**config.mk**
```make
export PLATFORM = sky130hd
export DESIGN_NAME = lsla_top
export DESIGN_NICKNAME = d
export VERILOG_FILES = /design/src/lsla_pkg.sv /design/src/lsla_link.sv /design/src/lsla_top.sv
export SDC_FILE = /design/constraint.sdc
export NUM_CORES = 1
export LEC_CHECK = 0
export BUFFER_PORTS_ARGS = -buffer_cell sky130_fd_sc_hd__buf_4
export CORE_UTILIZATION = 66
export DETAILED_ROUTE_END_ITERATION = 6
export PLACE_DENSITY = 0.87
export REMOVE_ABC_BUFFERS = 1
export SETUP_SLACK_MARGIN = 0.5
export SLEW_MARGIN = 20
export SYNTH_ARGS = -nofsm -noshare
export SYNTH_HDL_FRONTEND = slang
export SYNTH_SLANG_ARGS = --single-unit
```
**constraint.sdc**
```tcl
create_clock -name ref_clk_i -period 9.4 [get_ports ref_clk_i]
set_input_delay 0 -clock ref_clk_i [delete_from_list [all_inputs] [get_ports ref_clk_i]]
set_output_delay 0 -clock ref_clk_i [all_outputs]
set_load 0.02 [all_outputs]
```
**src/lsla_pkg.sv**
```systemverilog
// constants and carrier types for the lmfc sync and latency alignment block
// assumes one processing clock domain; register port is byte wide
package lsla_pkg;
  // register addresses
  localparam logic [11:0] ADDR_IRQ_EN_A = 12'h021;
  localparam logic [11:0] ADDR_IRQ_EN_B = 12'h022;
  localparam logic [11:0] ADDR_IRQ_ST_A = 12'h025;
  localparam logic [11:0] ADDR_IRQ_ST_B = 12'h026;
  localparam logic [11:0] ADDR_SYNC_CTRL = 12'h03a;
  localparam logic [11:0] ADDR_SYNC_STAT = 12'h03b;
  localparam logic [11:0] ADDR_SUBCLASS = 12'h301;
  localparam logic [11:0] ADDR_LAT_0 = 12'h302;
  localparam logic [11:0] ADDR_LAT_1 = 12'h303;
  localparam logic [11:0] ADDR_DEL_A = 12'h304;
  localparam logic [11:0] ADDR_DEL_B = 12'h305;
  localparam logic [11:0] ADDR_VAR_A = 12'h306;
  localparam logic [11:0] ADDR_VAR_B = 12'h307;
  localparam logic [11:0] ADDR_LINK_SC = 12'h458;
  // field positions
  localparam int BIT_LOCK = 3;
  localparam int BIT_ROTA = 2;
  localparam int BIT_WLIM = 1;
  localparam int BIT_TRIP = 0;
  localparam int BIT_STICKY_CLR = 5;
  localparam int SC_MSB = 2;
  localparam int LINK_SC_MSB = 7;
  localparam int LINK_SC_LSB = 5;
  // values
  localparam logic [7:0] REG_RESET = 8'h00;
  localparam logic [2:0] SUBCLASS_1 = 3'h1;
  localparam logic [3:0] RBD_MAX = 4'ha;
  localparam logic [2:0] OCTETS_1 = 3'h1;
  localparam logic [2:0] OCTETS_2 = 3'h2;
  localparam int SYNC_STAGES = 3;

  typedef struct packed {
    logic check;
    logic aligned;
    logic rotated;
    logic wlim;
  } lsla_sync_type;

  typedef struct packed {
    logic ilas_end;
    logic lanes_ready;
    logic link_error;
    logic sync_req;
  } lsla_link_type;

  typedef enum {
    LSLA_WAIT_ILAS,
    LSLA_WAIT_LMFC,
    LSLA_HOLD,
    LSLA_READ
  } lsla_state_type;
endpackage

```
**src/lsla_link.sv**
```systemverilog
// one link: local lmfc, latency measurement and receive buffer release
// assumes global lmfc count and delays come from the same clock domain
`timescale 1ns/10ps
`default_nettype none
module lsla_link (
  input wire logic ref_clk_i,
  input wire logic rst_i,
  input wire logic [5:0] gcnt_i,
  input wire logic [5:0] ppmf_i,
  input wire logic [5:0] delay_pc_i,
  input wire logic [3:0] var_i,
  input wire lsla_pkg::lsla_link_type link_i,
  output logic lmfc_o,
  output logic [7:0] latency_o,
  output logic read_o
);
  import lsla_pkg::*;

  logic [5:0] lcnt;
  logic [5:0] lat_cnt;
  logic [3:0] hold_cnt;
  logic local_edge;
  lsla_state_type state;

  // local lmfc trails the aligned one by the programmed delay
  always_comb begin
    if (gcnt_i >= delay_pc_i) begin
      lcnt = 6'(gcnt_i - delay_pc_i);
    end else begin
      lcnt = 6'(gcnt_i + ppmf_i - delay_pc_i);
    end
  end
  assign local_edge = (lcnt == 6'h00);

  always_ff @(posedge ref_clk_i or posedge rst_i) begin
    if (rst_i) begin
      lmfc_o <= 1'b0;
    end else begin
      lmfc_o <= local_edge;
    end
  end

  // cycles since the local edge, caught at the end of alignment
  always_ff @(posedge ref_clk_i or posedge rst_i) begin
    if (rst_i) begin
      lat_cnt <= 6'h00;
      latency_o <= 8'h00;
    end else begin
      if (local_edge) begin
        lat_cnt <= 6'h01;
      end else if (lat_cnt != 6'h3f) begin
        lat_cnt <= 6'(lat_cnt + 6'h01);
      end
      if (link_i.ilas_end) begin
        latency_o <= local_edge ? 8'h00 : {2'h0, lat_cnt};
      end
    end
  end

  // release all lanes together once the buffer delay has run out
  always_ff @(posedge ref_clk_i or posedge rst_i) begin
    if (rst_i) begin
      state <= LSLA_WAIT_ILAS;
      hold_cnt <= 4'h0;
      read_o <= 1'b0;
    end else begin
      case (state)
        LSLA_WAIT_ILAS: begin
          read_o <= 1'b0;
          if (link_i.ilas_end) begin
            state <= LSLA_WAIT_LMFC;
          end
        end
        LSLA_WAIT_LMFC: begin
          if (local_edge) begin
            hold_cnt <= 4'h1;
            if (var_i == 4'h0 && link_i.lanes_ready) begin
              read_o <= 1'b1;
              state <= LSLA_READ;
            end else begin
              state <= LSLA_HOLD;
            end
          end
        end
        LSLA_HOLD: begin
          if (hold_cnt >= var_i && link_i.lanes_ready) begin
            read_o <= 1'b1;
            state <= LSLA_READ;
          end else if (hold_cnt != 4'hf) begin
            hold_cnt <= 4'(hold_cnt + 4'h1);
          end
        end
        LSLA_READ: begin
          if (link_i.sync_req) begin
            read_o <= 1'b0;
            state <= LSLA_WAIT_ILAS;
          end
        end
        default: begin
          state <= LSLA_WAIT_ILAS;
          read_o <= 1'b0;
        end
      endcase
    end
  end

  lat_zero_a: assert property (@(posedge ref_clk_i) disable iff (rst_i)
    (local_edge && link_i.ilas_end) |=> latency_o == 8'h00)
    else $error("latency not zero at local edge");

  read_start_a: assert property (@(posedge ref_clk_i) disable iff (rst_i)
    $rose(read_o) |-> $past(link_i.lanes_ready) &&
      ($past(hold_cnt) >= $past(var_i) || $past(var_i) == 4'h0))
    else $error("read released before buffer delay");
endmodule
`default_nettype wire

```
**src/lsla_top.sv**
```systemverilog
// lmfc sync interrupt, subclass selection and deterministic latency top
// assumes ref_clk_i is the processing clock; sysref_i is an async pin
`timescale 1ns/10ps
`default_nettype none
// Notes on behaviour
// four sync status bits are maskable interrupt events
// pair a enables in 0x021 low nibble
// pair a status 0x025, write clears
// pair b enables in 0x022 low nibble
// pair b status 0x026, write clears
// only subclass 0 and 1 supported
// subclass 0 runs without sysref
// lanes share lmfc; both pairs synchronised
// transmitter always sends alignment sequence
// no error signalling in subclass 0, one octet
// subclass 1 aligns lmfc to sysref
// system latency variation at most ten cycles
// all lanes read in same lmfc period
// local lmfc delayed by programmable amount
// buffer delay 0 to 10 cycles
// frames per processing clock is 4/F
// software writes lmfc delay to both registers
// software writes variation delay to both registers
// report latency from local edge to data
// variation delay from max and min plus guard
// lmfc delay from min less one
// software unwraps latencies across multiframe
// lock updated on every phase check
// rotation sticky until sticky clear written
// interrupt while any enabled status latched
module lsla_top (
  input wire logic ref_clk_i,
  input wire logic rst_i,
  input wire logic [11:0] reg_addr_i,
  input wire logic [7:0] reg_wdata_i,
  input wire logic reg_wr_i,
  input wire logic reg_rd_i,
  input wire logic sysref_i,
  input wire logic [2:0] octets_per_frame_i,
  input wire logic [5:0] frames_per_mf_i,
  input wire lsla_pkg::lsla_sync_type [1:0] sync_i,
  input wire lsla_pkg::lsla_link_type [1:0] link_i,
  output logic [7:0] reg_rdata_o,
  output logic irq_o,
  output logic [1:0] sync_req_n_o,
  output logic [1:0] lmfc_o,
  output logic [1:0] lane_read_o,
  output logic [1:0] pair_locked_o
);
  import lsla_pkg::*;

  // ----------------------------------------------------------------
  // register file
  // ----------------------------------------------------------------
  logic [1:0][3:0] irq_en;
  logic [1:0][3:0] irq_st;
  logic [1:0][3:0] flag;
  logic [1:0][7:0] lmfc_delay;
  logic [1:0][7:0] var_delay;
  logic [1:0][7:0] latency;
  logic [2:0] subclass;
  logic [7:0] link_sc;
  logic sticky_clr;
  logic [7:0] next_rdata;
  logic sc1;

  assign sc1 = (subclass == SUBCLASS_1) &&
    (link_sc[LINK_SC_MSB:LINK_SC_LSB] == SUBCLASS_1);

  always_ff @(posedge ref_clk_i or posedge rst_i) begin
    if (rst_i) begin
      irq_en <= '0;
      subclass <= 3'h0;
      link_sc <= REG_RESET;
      lmfc_delay <= '0;
      var_delay <= '0;
    end else if (reg_wr_i) begin
      case (reg_addr_i)
        ADDR_IRQ_EN_A: irq_en[0] <= reg_wdata_i[3:0];
        ADDR_IRQ_EN_B: irq_en[1] <= reg_wdata_i[3:0];
        ADDR_SUBCLASS: subclass <= reg_wdata_i[SC_MSB:0];
        ADDR_LINK_SC: link_sc <= reg_wdata_i;
        ADDR_DEL_A: lmfc_delay[0] <= reg_wdata_i;
        ADDR_DEL_B: lmfc_delay[1] <= reg_wdata_i;
        ADDR_VAR_A: var_delay[0] <= reg_wdata_i;
        ADDR_VAR_B: var_delay[1] <= reg_wdata_i;
        default: begin
        end
      endcase
    end
  end

  // self clearing pulse for the sticky flags
  always_ff @(posedge ref_clk_i or posedge rst_i) begin
    if (rst_i) begin
      sticky_clr <= 1'b0;
    end else begin
      sticky_clr <= reg_wr_i && (reg_addr_i == ADDR_SYNC_CTRL) &&
        reg_wdata_i[BIT_STICKY_CLR];
    end
  end

  always_comb begin
    case (reg_addr_i)
      ADDR_IRQ_EN_A: next_rdata = {4'h0, irq_en[0]};
      ADDR_IRQ_EN_B: next_rdata = {4'h0, irq_en[1]};
      ADDR_IRQ_ST_A: next_rdata = {4'h0, irq_st[0]};
      ADDR_IRQ_ST_B: next_rdata = {4'h0, irq_st[1]};
      ADDR_SYNC_STAT: next_rdata = {flag[1], flag[0]};
      ADDR_SUBCLASS: next_rdata = {5'h00, subclass};
      ADDR_LAT_0: next_rdata = latency[0];
      ADDR_LAT_1: next_rdata = latency[1];
      ADDR_DEL_A: next_rdata = lmfc_delay[0];
      ADDR_DEL_B: next_rdata = lmfc_delay[1];
      ADDR_VAR_A: next_rdata = var_delay[0];
      ADDR_VAR_B: next_rdata = var_delay[1];
      ADDR_LINK_SC: next_rdata = link_sc;
      default: next_rdata = REG_RESET;
    endcase
  end

  always_ff @(posedge ref_clk_i or posedge rst_i) begin
    if (rst_i) begin
      reg_rdata_o <= REG_RESET;
    end else if (reg_rd_i) begin
      reg_rdata_o <= next_rdata;
    end
  end

  // ----------------------------------------------------------------
  // sync status flags and interrupt events per converter pair
  // ----------------------------------------------------------------
  logic [1:0][3:0] event_set;
  logic [1:0][3:0] event_clr;

  for (genvar p = 0; p < 2; p++) begin : g_pair
    logic [11:0] st_addr;
    assign st_addr = (p == 0) ? ADDR_IRQ_ST_A : ADDR_IRQ_ST_B;

    always_comb begin
      event_set[p] = 4'h0;
      event_set[p][BIT_LOCK] = sync_i[p].check && sync_i[p].aligned &&
        !flag[p][BIT_LOCK];
      event_set[p][BIT_ROTA] = sync_i[p].rotated;
      event_set[p][BIT_WLIM] = sync_i[p].check && sync_i[p].wlim &&
        !flag[p][BIT_WLIM];
      event_set[p][BIT_TRIP] = sync_i[p].check;
      event_clr[p] = (reg_wr_i && reg_addr_i == st_addr) ?
        reg_wdata_i[3:0] : 4'h0;
    end

    always_ff @(posedge ref_clk_i or posedge rst_i) begin
      if (rst_i) begin
        flag[p] <= 4'h0;
      end else begin
        if (sync_i[p].check) begin
          flag[p][BIT_LOCK] <= sync_i[p].aligned;
          flag[p][BIT_WLIM] <= sync_i[p].wlim;
        end
        if (sync_i[p].rotated) begin
          flag[p][BIT_ROTA] <= 1'b1;
        end else if (sticky_clr) begin
          flag[p][BIT_ROTA] <= 1'b0;
        end
        if (sync_i[p].check) begin
          flag[p][BIT_TRIP] <= 1'b1;
        end else if (sticky_clr) begin
          flag[p][BIT_TRIP] <= 1'b0;
        end
      end
    end

    // a new event wins over a clear in the same cycle
    always_ff @(posedge ref_clk_i or posedge rst_i) begin
      if (rst_i) begin
        irq_st[p] <= 4'h0;
      end else begin
        irq_st[p] <= (irq_st[p] & ~event_clr[p]) | event_set[p];
      end
    end

    always_ff @(posedge ref_clk_i or posedge rst_i) begin
      if (rst_i) begin
        pair_locked_o[p] <= 1'b0;
      end else begin
        pair_locked_o[p] <= flag[p][BIT_LOCK];
      end
    end
  end

  always_ff @(posedge ref_clk_i or posedge rst_i) begin
    if (rst_i) begin
      irq_o <= 1'b0;
    end else begin
      irq_o <= |(irq_st & irq_en);
    end
  end

  // ----------------------------------------------------------------
  // sysref capture and shared multiframe count
  // ----------------------------------------------------------------
  logic [SYNC_STAGES-1:0] sysref_sync;
  logic sysref_level;
  logic sysref_edge;
  logic [1:0] frame_shift;
  logic [5:0] ppmf;
  logic [5:0] gcnt;

  always_ff @(posedge ref_clk_i or posedge rst_i) begin
    if (rst_i) begin
      sysref_sync <= '0;
      sysref_level <= 1'b0;
    end else begin
      sysref_sync <= {sysref_sync[SYNC_STAGES-2:0], sysref_i};
      if (sysref_sync[2] == sysref_sync[1]) begin
        sysref_level <= sysref_sync[2];
      end
    end
  end
  assign sysref_edge = sysref_sync[2] && sysref_sync[1] && !sysref_level;

  // frames per processing clock is 4/F, kept as a shift
  always_comb begin
    case (octets_per_frame_i)
      OCTETS_1: frame_shift = 2'h2;
      OCTETS_2: frame_shift = 2'h1;
      default: frame_shift = 2'h0;
    endcase
  end
  assign ppmf = frames_per_mf_i >> frame_shift;

  // one count for both pairs keeps them in step
  always_ff @(posedge ref_clk_i or posedge rst_i) begin
    if (rst_i) begin
      gcnt <= 6'h00;
    end else if (sc1 && sysref_edge) begin
      gcnt <= 6'h00;
    end else if (gcnt >= 6'(ppmf - 6'h01)) begin
      gcnt <= 6'h00;
    end else begin
      gcnt <= 6'(gcnt + 6'h01);
    end
  end

  // ----------------------------------------------------------------
  // links and sync request pins
  // ----------------------------------------------------------------
  logic err_allowed;
  assign err_allowed = sc1 || (octets_per_frame_i != OCTETS_1);

  for (genvar l = 0; l < 2; l++) begin : g_link
    logic [5:0] delay_pc;
    logic [3:0] var_clamped;
    assign delay_pc = 6'(lmfc_delay[l] >> frame_shift);
    assign var_clamped = (var_delay[l] > {4'h0, RBD_MAX}) ?
      RBD_MAX : var_delay[l][3:0];

    lsla_link u_link (
      .ref_clk_i(ref_clk_i),
      .rst_i(rst_i),
      .gcnt_i(gcnt),
      .ppmf_i(ppmf),
      .delay_pc_i(delay_pc),
      .var_i(var_clamped),
      .link_i(link_i[l]),
      .lmfc_o(lmfc_o[l]),
      .latency_o(latency[l]),
      .read_o(lane_read_o[l])
    );

    always_ff @(posedge ref_clk_i or posedge rst_i) begin
      if (rst_i) begin
        sync_req_n_o[l] <= 1'b0;
      end else begin
        sync_req_n_o[l] <= !(link_i[l].sync_req ||
          (link_i[l].link_error && err_allowed));
      end
    end
  end

  // ----------------------------------------------------------------
  // checks
  // ----------------------------------------------------------------
  irq_raise_a: assert property (@(posedge ref_clk_i) disable iff (rst_i)
    (|(irq_st & irq_en)) |=> irq_o)
    else $error("interrupt missing for pending event");

  irq_drop_a: assert property (@(posedge ref_clk_i) disable iff (rst_i)
    !(|(irq_st & irq_en)) |=> !irq_o)
    else $error("interrupt with no pending event");

  trip_latch_a: assert property (@(posedge ref_clk_i) disable iff (rst_i)
    sync_i[0].check |=> irq_st[0][BIT_TRIP] [*1])
    else $error("phase check not latched");

  status_clear_a: assert property (@(posedge ref_clk_i) disable iff (rst_i)
    (reg_wr_i && reg_addr_i == ADDR_IRQ_ST_B && reg_wdata_i[BIT_ROTA] &&
      !sync_i[1].rotated) |=> !irq_st[1][BIT_ROTA])
    else $error("status write did not clear");

  lock_update_a: assert property (@(posedge ref_clk_i) disable iff (rst_i)
    sync_i[0].check |=> flag[0][BIT_LOCK] == $past(sync_i[0].aligned))
    else $error("lock not updated on phase check");

  rota_sticky_a: assert property (@(posedge ref_clk_i) disable iff (rst_i)
    (flag[1][BIT_ROTA] && !sticky_clr) |=> flag[1][BIT_ROTA])
    else $error("rotation flag dropped without clear");

  no_err_sc0_a: assert property (@(posedge ref_clk_i) disable iff (rst_i)
    (!sc1 && octets_per_frame_i == OCTETS_1 && !link_i[0].sync_req)
      |=> sync_req_n_o[0])
    else $error("error signalled in subclass 0 with one octet");

  sysref_align_a: assert property (@(posedge ref_clk_i) disable iff (rst_i)
    (sc1 && sysref_edge) |=> gcnt == 6'h00 ##1 gcnt == 6'h01 ||
      ppmf <= 6'h01)
    else $error("multiframe count not aligned to sysref");

  free_run_a: assert property (@(posedge ref_clk_i) disable iff (rst_i)
    (!sc1 && gcnt < 6'(ppmf - 6'h01) && $stable(ppmf))
      |=> gcnt == 6'($past(gcnt) + 6'h01))
    else $error("subclass 0 count disturbed");
endmodule
`default_nettype wire

```
Word level (Yosys, flattened, before mapping)
Cells that the tools add are included.
{"block": "word_totals", "output_inout_bits": 17, "inputBits": 50, "register_bits": 195}
{"block": "op_classes", "n_bitwise": 7, "n_eq_ne": 44, "mux": 51, "reduce_logical": 61, "n_shift": 3, "order_cmp": 7, "add_sub_neg": 11}
{"operator": "2-to-1 mux 32 bit", "count": 8}
{"operator": "case mux 32 bit (4 select lines)", "count": 2}
{"operator": "== test 32 x 2 -> 1 bit (second input constant)", "count": 4}
{"operator": "case mux 8 bit (13 select lines)", "count": 1}
{"operator": "== test 12 x 10 -> 1 bit (second input constant)", "count": 7}
{"operator": "== test 12 x 6 -> 1 bit (second input constant)", "count": 6}
{"operator": "== test 32 x 1 -> 1 bit (second input constant)", "count": 2}
{"operator": "zero test 32 bit", "count": 2}
{"operator": "2-to-1 mux 6 bit", "count": 10}
{"operator": "2-to-1 mux 4 bit", "count": 10}
{"operator": "AND reduction 4 bit", "count": 6}
{"operator": "subtractor 6 bit", "count": 4}
{"operator": "logical AND 1 bit", "count": 22}
{"operator": "adder 6 x 1 -> 6 bit (second input constant)", "count": 3}
{"operator": ">= comparator 6 bit", "count": 3}
{"operator": "greater-than comparator 8 x 4 -> 1 bit (second input constant)", "count": 2}
{"operator": "inequality test 2 x 1 -> 1 bit (second input constant)", "count": 8}
{"operator": "case mux 4 bit (2 select lines)", "count": 2}
{"operator": "AND reduction 2 bit", "count": 8}
{"operator": "nonzero test 2 bit", "count": 8}
{"operator": "right shift 8 x 2 -> 6 bit", "count": 2}
{"operator": "2-to-1 mux 1 bit", "count": 15}
{"operator": "== test 12 x 11 -> 1 bit (second input constant)", "count": 1}
{"operator": "zero test 6 bit", "count": 2}
{"operator": "22 further kinds", "count": 46}

Longest topological paths before layout
{"block": "depth", "word_depth": 9, "depth_mapped": 18, "mapped_depth_nobuf": 18}

Cells and area by module
Synthesis repeated with hierarchy kept, for this count alone.
{"block": "unflattened", "hier_cells": 881, "hier_area_um2": 8713.4}
{"mod": "lsla_top", "instances": 1, "area_per_inst_um2": 5134.9, "cells_each": 483}
{"mod": "lsla_link", "instances": 2, "area_per_inst_um2": 1789.2, "cells_each": 199}

Worst setup path before layout
Ideal clock, no wire load.
{"block": "synth_timing", "kind": "input to register", "from": "input octets_per_frame_i[2]", "to": "register g_link[0].u_link.state[0]", "setup_time_ns": 0.125, "t_arrival_ns": 3.614, "path_buffers": 2, "setup_slack_ns": 5.661, "stages": 17, "path_cell_list": "clkbuf_1 > nor2_1 > clkbuf_1 > mux2i_1 > o21ai_0 > ha_1 > a21oi_1 > o21ai_0 > xor2_1 > ha_1 > or2_2 > o22ai_1 > xor2_1 > xnor2_1 > a21bo_2 > o221a_4 > mux2_4"}
{"block": "synth_between", "elab_chain_len": 9, "elab_cells_between_ends": 13}
{"element": "start, declared", "line": "lsla_top.sv:39", "source": "input wire logic [2:0] octets_per_frame_i,"}
{"element": "== test 3 x 2 -> 1 bit / == test 3 x 1 -> 1 bit (equally long branches)", "line": "lsla_top.sv:224", "source": "case (octets_per_frame_i)"}
{"element": "case mux 2 bit (2 select lines) *", "line": "lsla_top.sv:224"}
{"element": "right shift 6 x 2 -> 6 bit", "line": "lsla_top.sv:230", "source": "assign ppmf = frames_per_mf_i >> frame_shift;"}
{"element": "adder 6 bit", "line": "lsla_link.sv:30", "source": "lcnt = 6'(gcnt_i + ppmf_i - delay_pc_i);"}
{"element": "subtractor 6 bit", "line": "lsla_link.sv:30"}
{"element": "2-to-1 mux 6 bit *", "line": "lsla_link.sv:27", "source": "if (gcnt_i >= delay_pc_i) begin"}
{"element": "zero test 6 bit *", "line": "lsla_link.sv:33", "source": "assign local_edge = (lcnt == 6'h00);"}
{"element": "inequality test 2 x 1 -> 1 bit (no source line) *"}
{"element": "AND reduction 4 bit (no source line) *"}
{"element": "end signal, assigned", "line": "lsla_link.sv:63", "source": "state <= LSLA_WAIT_ILAS;"}
{"element": "end signal, assigned", "line": "lsla_link.sv:71", "source": "state <= LSLA_WAIT_LMFC;"}
{"element": "end signal, assigned", "line": "lsla_link.sv:79", "source": "state <= LSLA_READ;"}
{"element": "end, declared", "line": "lsla_link.sv:23", "source": "lsla_state_type state;"}
Every way passes the cells marked *; elsewhere a longest branch is shown, timed or not.
A chain may end at the register's enable or synchronous reset.

Final worst setup path
{"block": "layout_timing", "from": "input octets_per_frame_i[0]", "to": "register g_link[1].u_link.state[0]"}
{"block": "layout_between", "elab_chain_len": 9, "elab_cells_between_ends": 13}
{"element": "== test 3 x 2 -> 1 bit / == test 3 x 1 -> 1 bit (equally long branches)", "line": "lsla_top.sv:224"}
{"element": "case mux 2 bit (2 select lines) *", "line": "lsla_top.sv:224"}
{"element": "right shift 6 x 2 -> 6 bit", "line": "lsla_top.sv:230"}
{"element": "adder 6 bit", "line": "lsla_link.sv:30"}
{"element": "subtractor 6 bit", "line": "lsla_link.sv:30"}
{"element": "2-to-1 mux 6 bit *", "line": "lsla_link.sv:27"}
{"element": "zero test 6 bit *", "line": "lsla_link.sv:33"}
{"element": "inequality test 2 x 1 -> 1 bit (no source line) *"}
{"element": "AND reduction 4 bit (no source line) *"}
{"element": "end signal, assigned", "line": "lsla_link.sv:63"}
{"element": "end signal, assigned", "line": "lsla_link.sv:71"}
{"element": "end signal, assigned", "line": "lsla_link.sv:79"}
{"element": "end, declared", "line": "lsla_link.sv:23"}
Marks and branches as above.

==> impl_summary.log <==
[metrics] fin crit period: 4.43 ns
[metrics] count of antenna-violating nets left after detailed routing: 0
[metrics] reported leakage power: 4.49 nW
[metrics] largest net degree at the start of global routing: 77
[metrics] clock network latency to the later pin of the worst-skew pair: 0.45 ns
[metrics] Setup crit start kind: input port
[metrics] total of max-cap violations: 0
[metrics] Critical Path Sink Type: register
[metrics] areal power density over the cells: 258 nW/um^2
[metrics] total overflow reported by the global router: 0
[metrics] post-DR wirelength/cell: 21.9 microns
[metrics] average cell area after synthesis: 10.1 sq um
[metrics] post-CTS clock slew at the launch and capture registers of the worst setup and hold paths: 0.07 ns
[metrics] clock tree root driver cell: sky130_fd_sc_hd__clkbuf_16
[metrics] path category of the worst min-delay check: in -> reg
[metrics] wire length after detailed routing: 23800 microns
[metrics] Via Count: 7297
[metrics] Inserted Clock Buffers: 17
[metrics] I/O pin total: 67
[metrics] violation count after the first detailed-routing iteration: 995
[metrics] Remaining DRCs: 0
[metrics] initial cell density of the core: 0.681
[metrics] clock tree from TritonCTS: built
[metrics] Achievable Freq: 0.226 GHz
[metrics] result of the run: finished, final reports clean
[metrics] total power: 0.00250 W
[metrics] proportion of layout cells with a drive suffix above 1: 0.203
[metrics] critical path data arrival time: 4.76 ns
[metrics] Slew Viols, Final: 0
[metrics] most common cell after layout, fill and taps aside: sky130_fd_sc_hd__dfrtp_1
[metrics] smallest hold slack: 0.0481 ns
[metrics] count of instances resized after the clock tree is built: 0
[metrics] sum of negative setup slack: 0 ns
[metrics] total of endpoints with negative setup slack in the final report: 0
[metrics] worst vdd rail ir drop: 0.000208 V
[metrics] post-route clock skew: 0.00830 ns
[metrics] CP Launch Point: octets_per_frame_i[0]
[metrics] area of the die: 12900 sq um
[metrics] Crit Reg-Reg Startpoint: lmfc_delay[10]$_DFFE_PP0P_
[metrics] die boundary height: 114 microns
[metrics] initial antenna violation count: 0
[metrics] prevailing post-synth register cell: sky130_fd_sc_hd__dfrtp_1
[metrics] first-pass GRT wire length: 37400 microns
[metrics] CTS hold repair buffers: 31
[metrics] maximum number of buffers from clock root to sink: 2
[metrics] number of distinct library cell variants in the gate-level netlist after synthesis: 72
[metrics] number of placement rows: 40
[metrics] number of enable-type register cells in the synthesized netlist: 0
[metrics] FFs w/ async S/R, synth: 1.00
[metrics] crit share post-route: 0.472
[metrics] overall fraction of global-route tracks in use: 0.386
[metrics] Sink Count: 131
[metrics] cells after synthesis: 816
[metrics] RePlAce Congestion: 0.932
[metrics] Hold Path Origin: reg_addr_i[4]
[metrics] leading cell types in the layout, fill and taps excluded: sky130_fd_sc_hd__dfrtp_1, sky130_fd_sc_hd__nand2_1, sky130_fd_sc_hd__buf_4, sky130_fd_sc_hd__mux2_2, sky130_fd_sc_hd__ha_1
[metrics] DPL Wire Length: 15800 microns
[metrics] synthesis-stage register bit count: 131
[metrics] unrepaired setup endpoints after global routing: no
[metrics] Synth Warn #: 0
[metrics] final hold vios: 0
[metrics] CP required: 9.73 ns
[metrics] total standard cell area after synthesis: 8210 sq um
[metrics] fill cell total of the finished layout: 727
[metrics] area growth from synthesis to final layout: 18.3%
[metrics] worst setup path class: in -> reg
[metrics] Horiz. Die Dim: 114 microns
[metrics] IO Port Bufs: 66
[metrics] vias per std cell: 6.71
[metrics] via count of the first global-routing pass: 7202
[metrics] Worst slew margin: 0.224
[metrics] placeable core region: 12100 sq um
[metrics] biggest fanout along the worst timing path: 16
[metrics] post-synthesis sequential area ratio: 0.399
[metrics] total iterations of the first detailed-routing run: 7
[metrics] CTS H-tree lvls: 4
[metrics] actual slew at the worst max-slew pin: 1.15 ns
[metrics] Total Nets Final: 1019
[metrics] Multi-input gate area: 4610 sq um
[metrics] Post-CTS Setup Inserts: 0
[metrics] area occupied by registers: 3280 sq um
-- layer usage --
metal  up-vias  wire length (microns)  track usage  part of all wire
met1      3532                   9100        0.498              0.38
met5         -                      0            0                 0
met4         0                    987        0.177             0.041
met3       120                   2460        0.102              0.10
met2       507                  11300        0.613              0.47
li1       3138                      -            -                 -
-- area by class of cell --
type / count / area share
Clock inverter: 14 / 0.0148
Clock buffer: 18 / 0.0452
Multi-Input combinational cell: 603 / 0.475
Antenna cell: 1 / 0.000258
Timing Repair Buffer: 99 / 0.0845
Sequential cell: 131 / 0.337
Tap cell: 168 / 0.0216
Inverter: 54 / 0.0211
-- critical path: stages --
cell and delay (ns):
sky130_fd_sc_hd__buf_4 0.13, sky130_fd_sc_hd__nand2b_1 0.20, sky130_fd_sc_hd__nor2_1 0.70, sky130_fd_sc_hd__mux2i_1 0.15
sky130_fd_sc_hd__o21ai_0 0.60, sky130_fd_sc_hd__ha_1 0.38, sky130_fd_sc_hd__a21oi_1 0.14, sky130_fd_sc_hd__o21ai_0 0.11
sky130_fd_sc_hd__xor2_1 0.18, sky130_fd_sc_hd__ha_1 0.21, sky130_fd_sc_hd__or2_2 0.27, sky130_fd_sc_hd__o22ai_1 0.14
sky130_fd_sc_hd__xnor2_1 0.11, sky130_fd_sc_hd__xnor2_1 0.17, sky130_fd_sc_hd__o21bai_2 0.60, sky130_fd_sc_hd__o221a_2 0.34
sky130_fd_sc_hd__mux2_1 0.32
-- cell usage after synthesis, types with 4 or more instances --
cell type	number	area [sq um]
sky130_fd_sc_hd__o21a_1	7	52.6
sky130_fd_sc_hd__a21oi_1	34	170
sky130_fd_sc_hd__buf_2	4	20.0
sky130_fd_sc_hd__nor2b_1	12	75.1
sky130_fd_sc_hd__o21ai_0	37	185
sky130_fd_sc_hd__a31oi_1	6	37.5
sky130_fd_sc_hd__mux4_2	7	158
sky130_fd_sc_hd__a22oi_1	8	60.1
sky130_fd_sc_hd__a211oi_1	6	45.0
sky130_fd_sc_hd__clkbuf_1	17	63.8
sky130_fd_sc_hd__nand3b_1	4	30.0
sky130_fd_sc_hd__nand2b_1	14	87.6
sky130_fd_sc_hd__buf_4	4	30.0
sky130_fd_sc_hd__a222oi_1	4	40.0
sky130_fd_sc_hd__and3_1	6	37.5
sky130_fd_sc_hd__nand4_1	4	25.0
sky130_fd_sc_hd__xnor2_1	22	193
sky130_fd_sc_hd__a2111oi_0	4	35.0
sky130_fd_sc_hd__xor2_1	10	87.6
sky130_fd_sc_hd__dfrtp_1	131	3280
sky130_fd_sc_hd__inv_1	54	203
sky130_fd_sc_hd__nor2_1	46	173
sky130_fd_sc_hd__fa_1	5	100
sky130_fd_sc_hd__ha_1	58	726
sky130_fd_sc_hd__nand2_1	84	315
sky130_fd_sc_hd__a21o_1	20	150
sky130_fd_sc_hd__nor3_1	12	60.1
sky130_fd_sc_hd__mux2_2	59	664
sky130_fd_sc_hd__mux2i_1	25	250
sky130_fd_sc_hd__nand3_1	20	100
sky130_fd_sc_hd__o22ai_1	25	156
-- kinds of logic (layout without fill, tap and decap cells) --
family | after synthesis | count (layout) | synth area share
buffers and inverters | 82 | 185 | 0.0399
XOR/XNOR | 32 | 32 | 0.0341
flip-flops | 131 | 131 | 0.399
other | 0 | 1 | 0
AND/OR/NAND/NOR | 230 | 230 | 0.138
AO/OA/AOI/OAI | 183 | 183 | 0.151
adder cells (fa/ha/maj) | 63 | 63 | 0.101
multiplexers | 95 | 95 | 0.137
-- worst paths after layout --
kind / to / slack, ns / cells after the start
max in group asynchronous: flag[6]$_DFFE_PP0P_ / 7.77 / 4
hold reg to reg: sysref_sync[1]$_DFF_PP0_ / 0.38 / 0
setup / recovery: g_link[1].u_link.state[0]$_DFFE_PP0P_ / 4.97 / 17
hold / removal: sticky_clr$_DFF_PP0_ / 0.05 / 4
min in group asynchronous: irq_st[1]$_DFF_PP0_ / 0.23 / 3
setup reg to reg: g_link[1].u_link.state[0]$_DFFE_PP0P_ / 5.16 / 11
-- registers in the layout, indices dropped and copies added, names as in the netlist, 12 cells and up --
name and cells:
g_link.u_link.lat_cnt 12, lmfc_delay 16, var_delay 16, g_link.u_link.latency_o 12
-- power by group --
part           internal (W)  switching (W)
registers          0.000665       0.000119
clock network      0.000378       0.000287
logic              0.000487       0.000566
-- stage by stage --
step | area, sq um | util | instances | worst slack (ns)
2_1_floorplan | 8090 | - | 788 | 4.91
3_3_place_gp | 8810 | 0.730 | 1024 | 4.90
3_5_place_dp | 8810 | 0.730 | 1024 | 4.67
4_1_cts | 9700 | 0.805 | 1087 | 5.08
5_1_grt | 9710 | 0.805 | 1087 | 4.64
6_report | 9710 | 0.805 | 1088 | 4.97
Note: power is estimated with default switching activity, not from simulation.
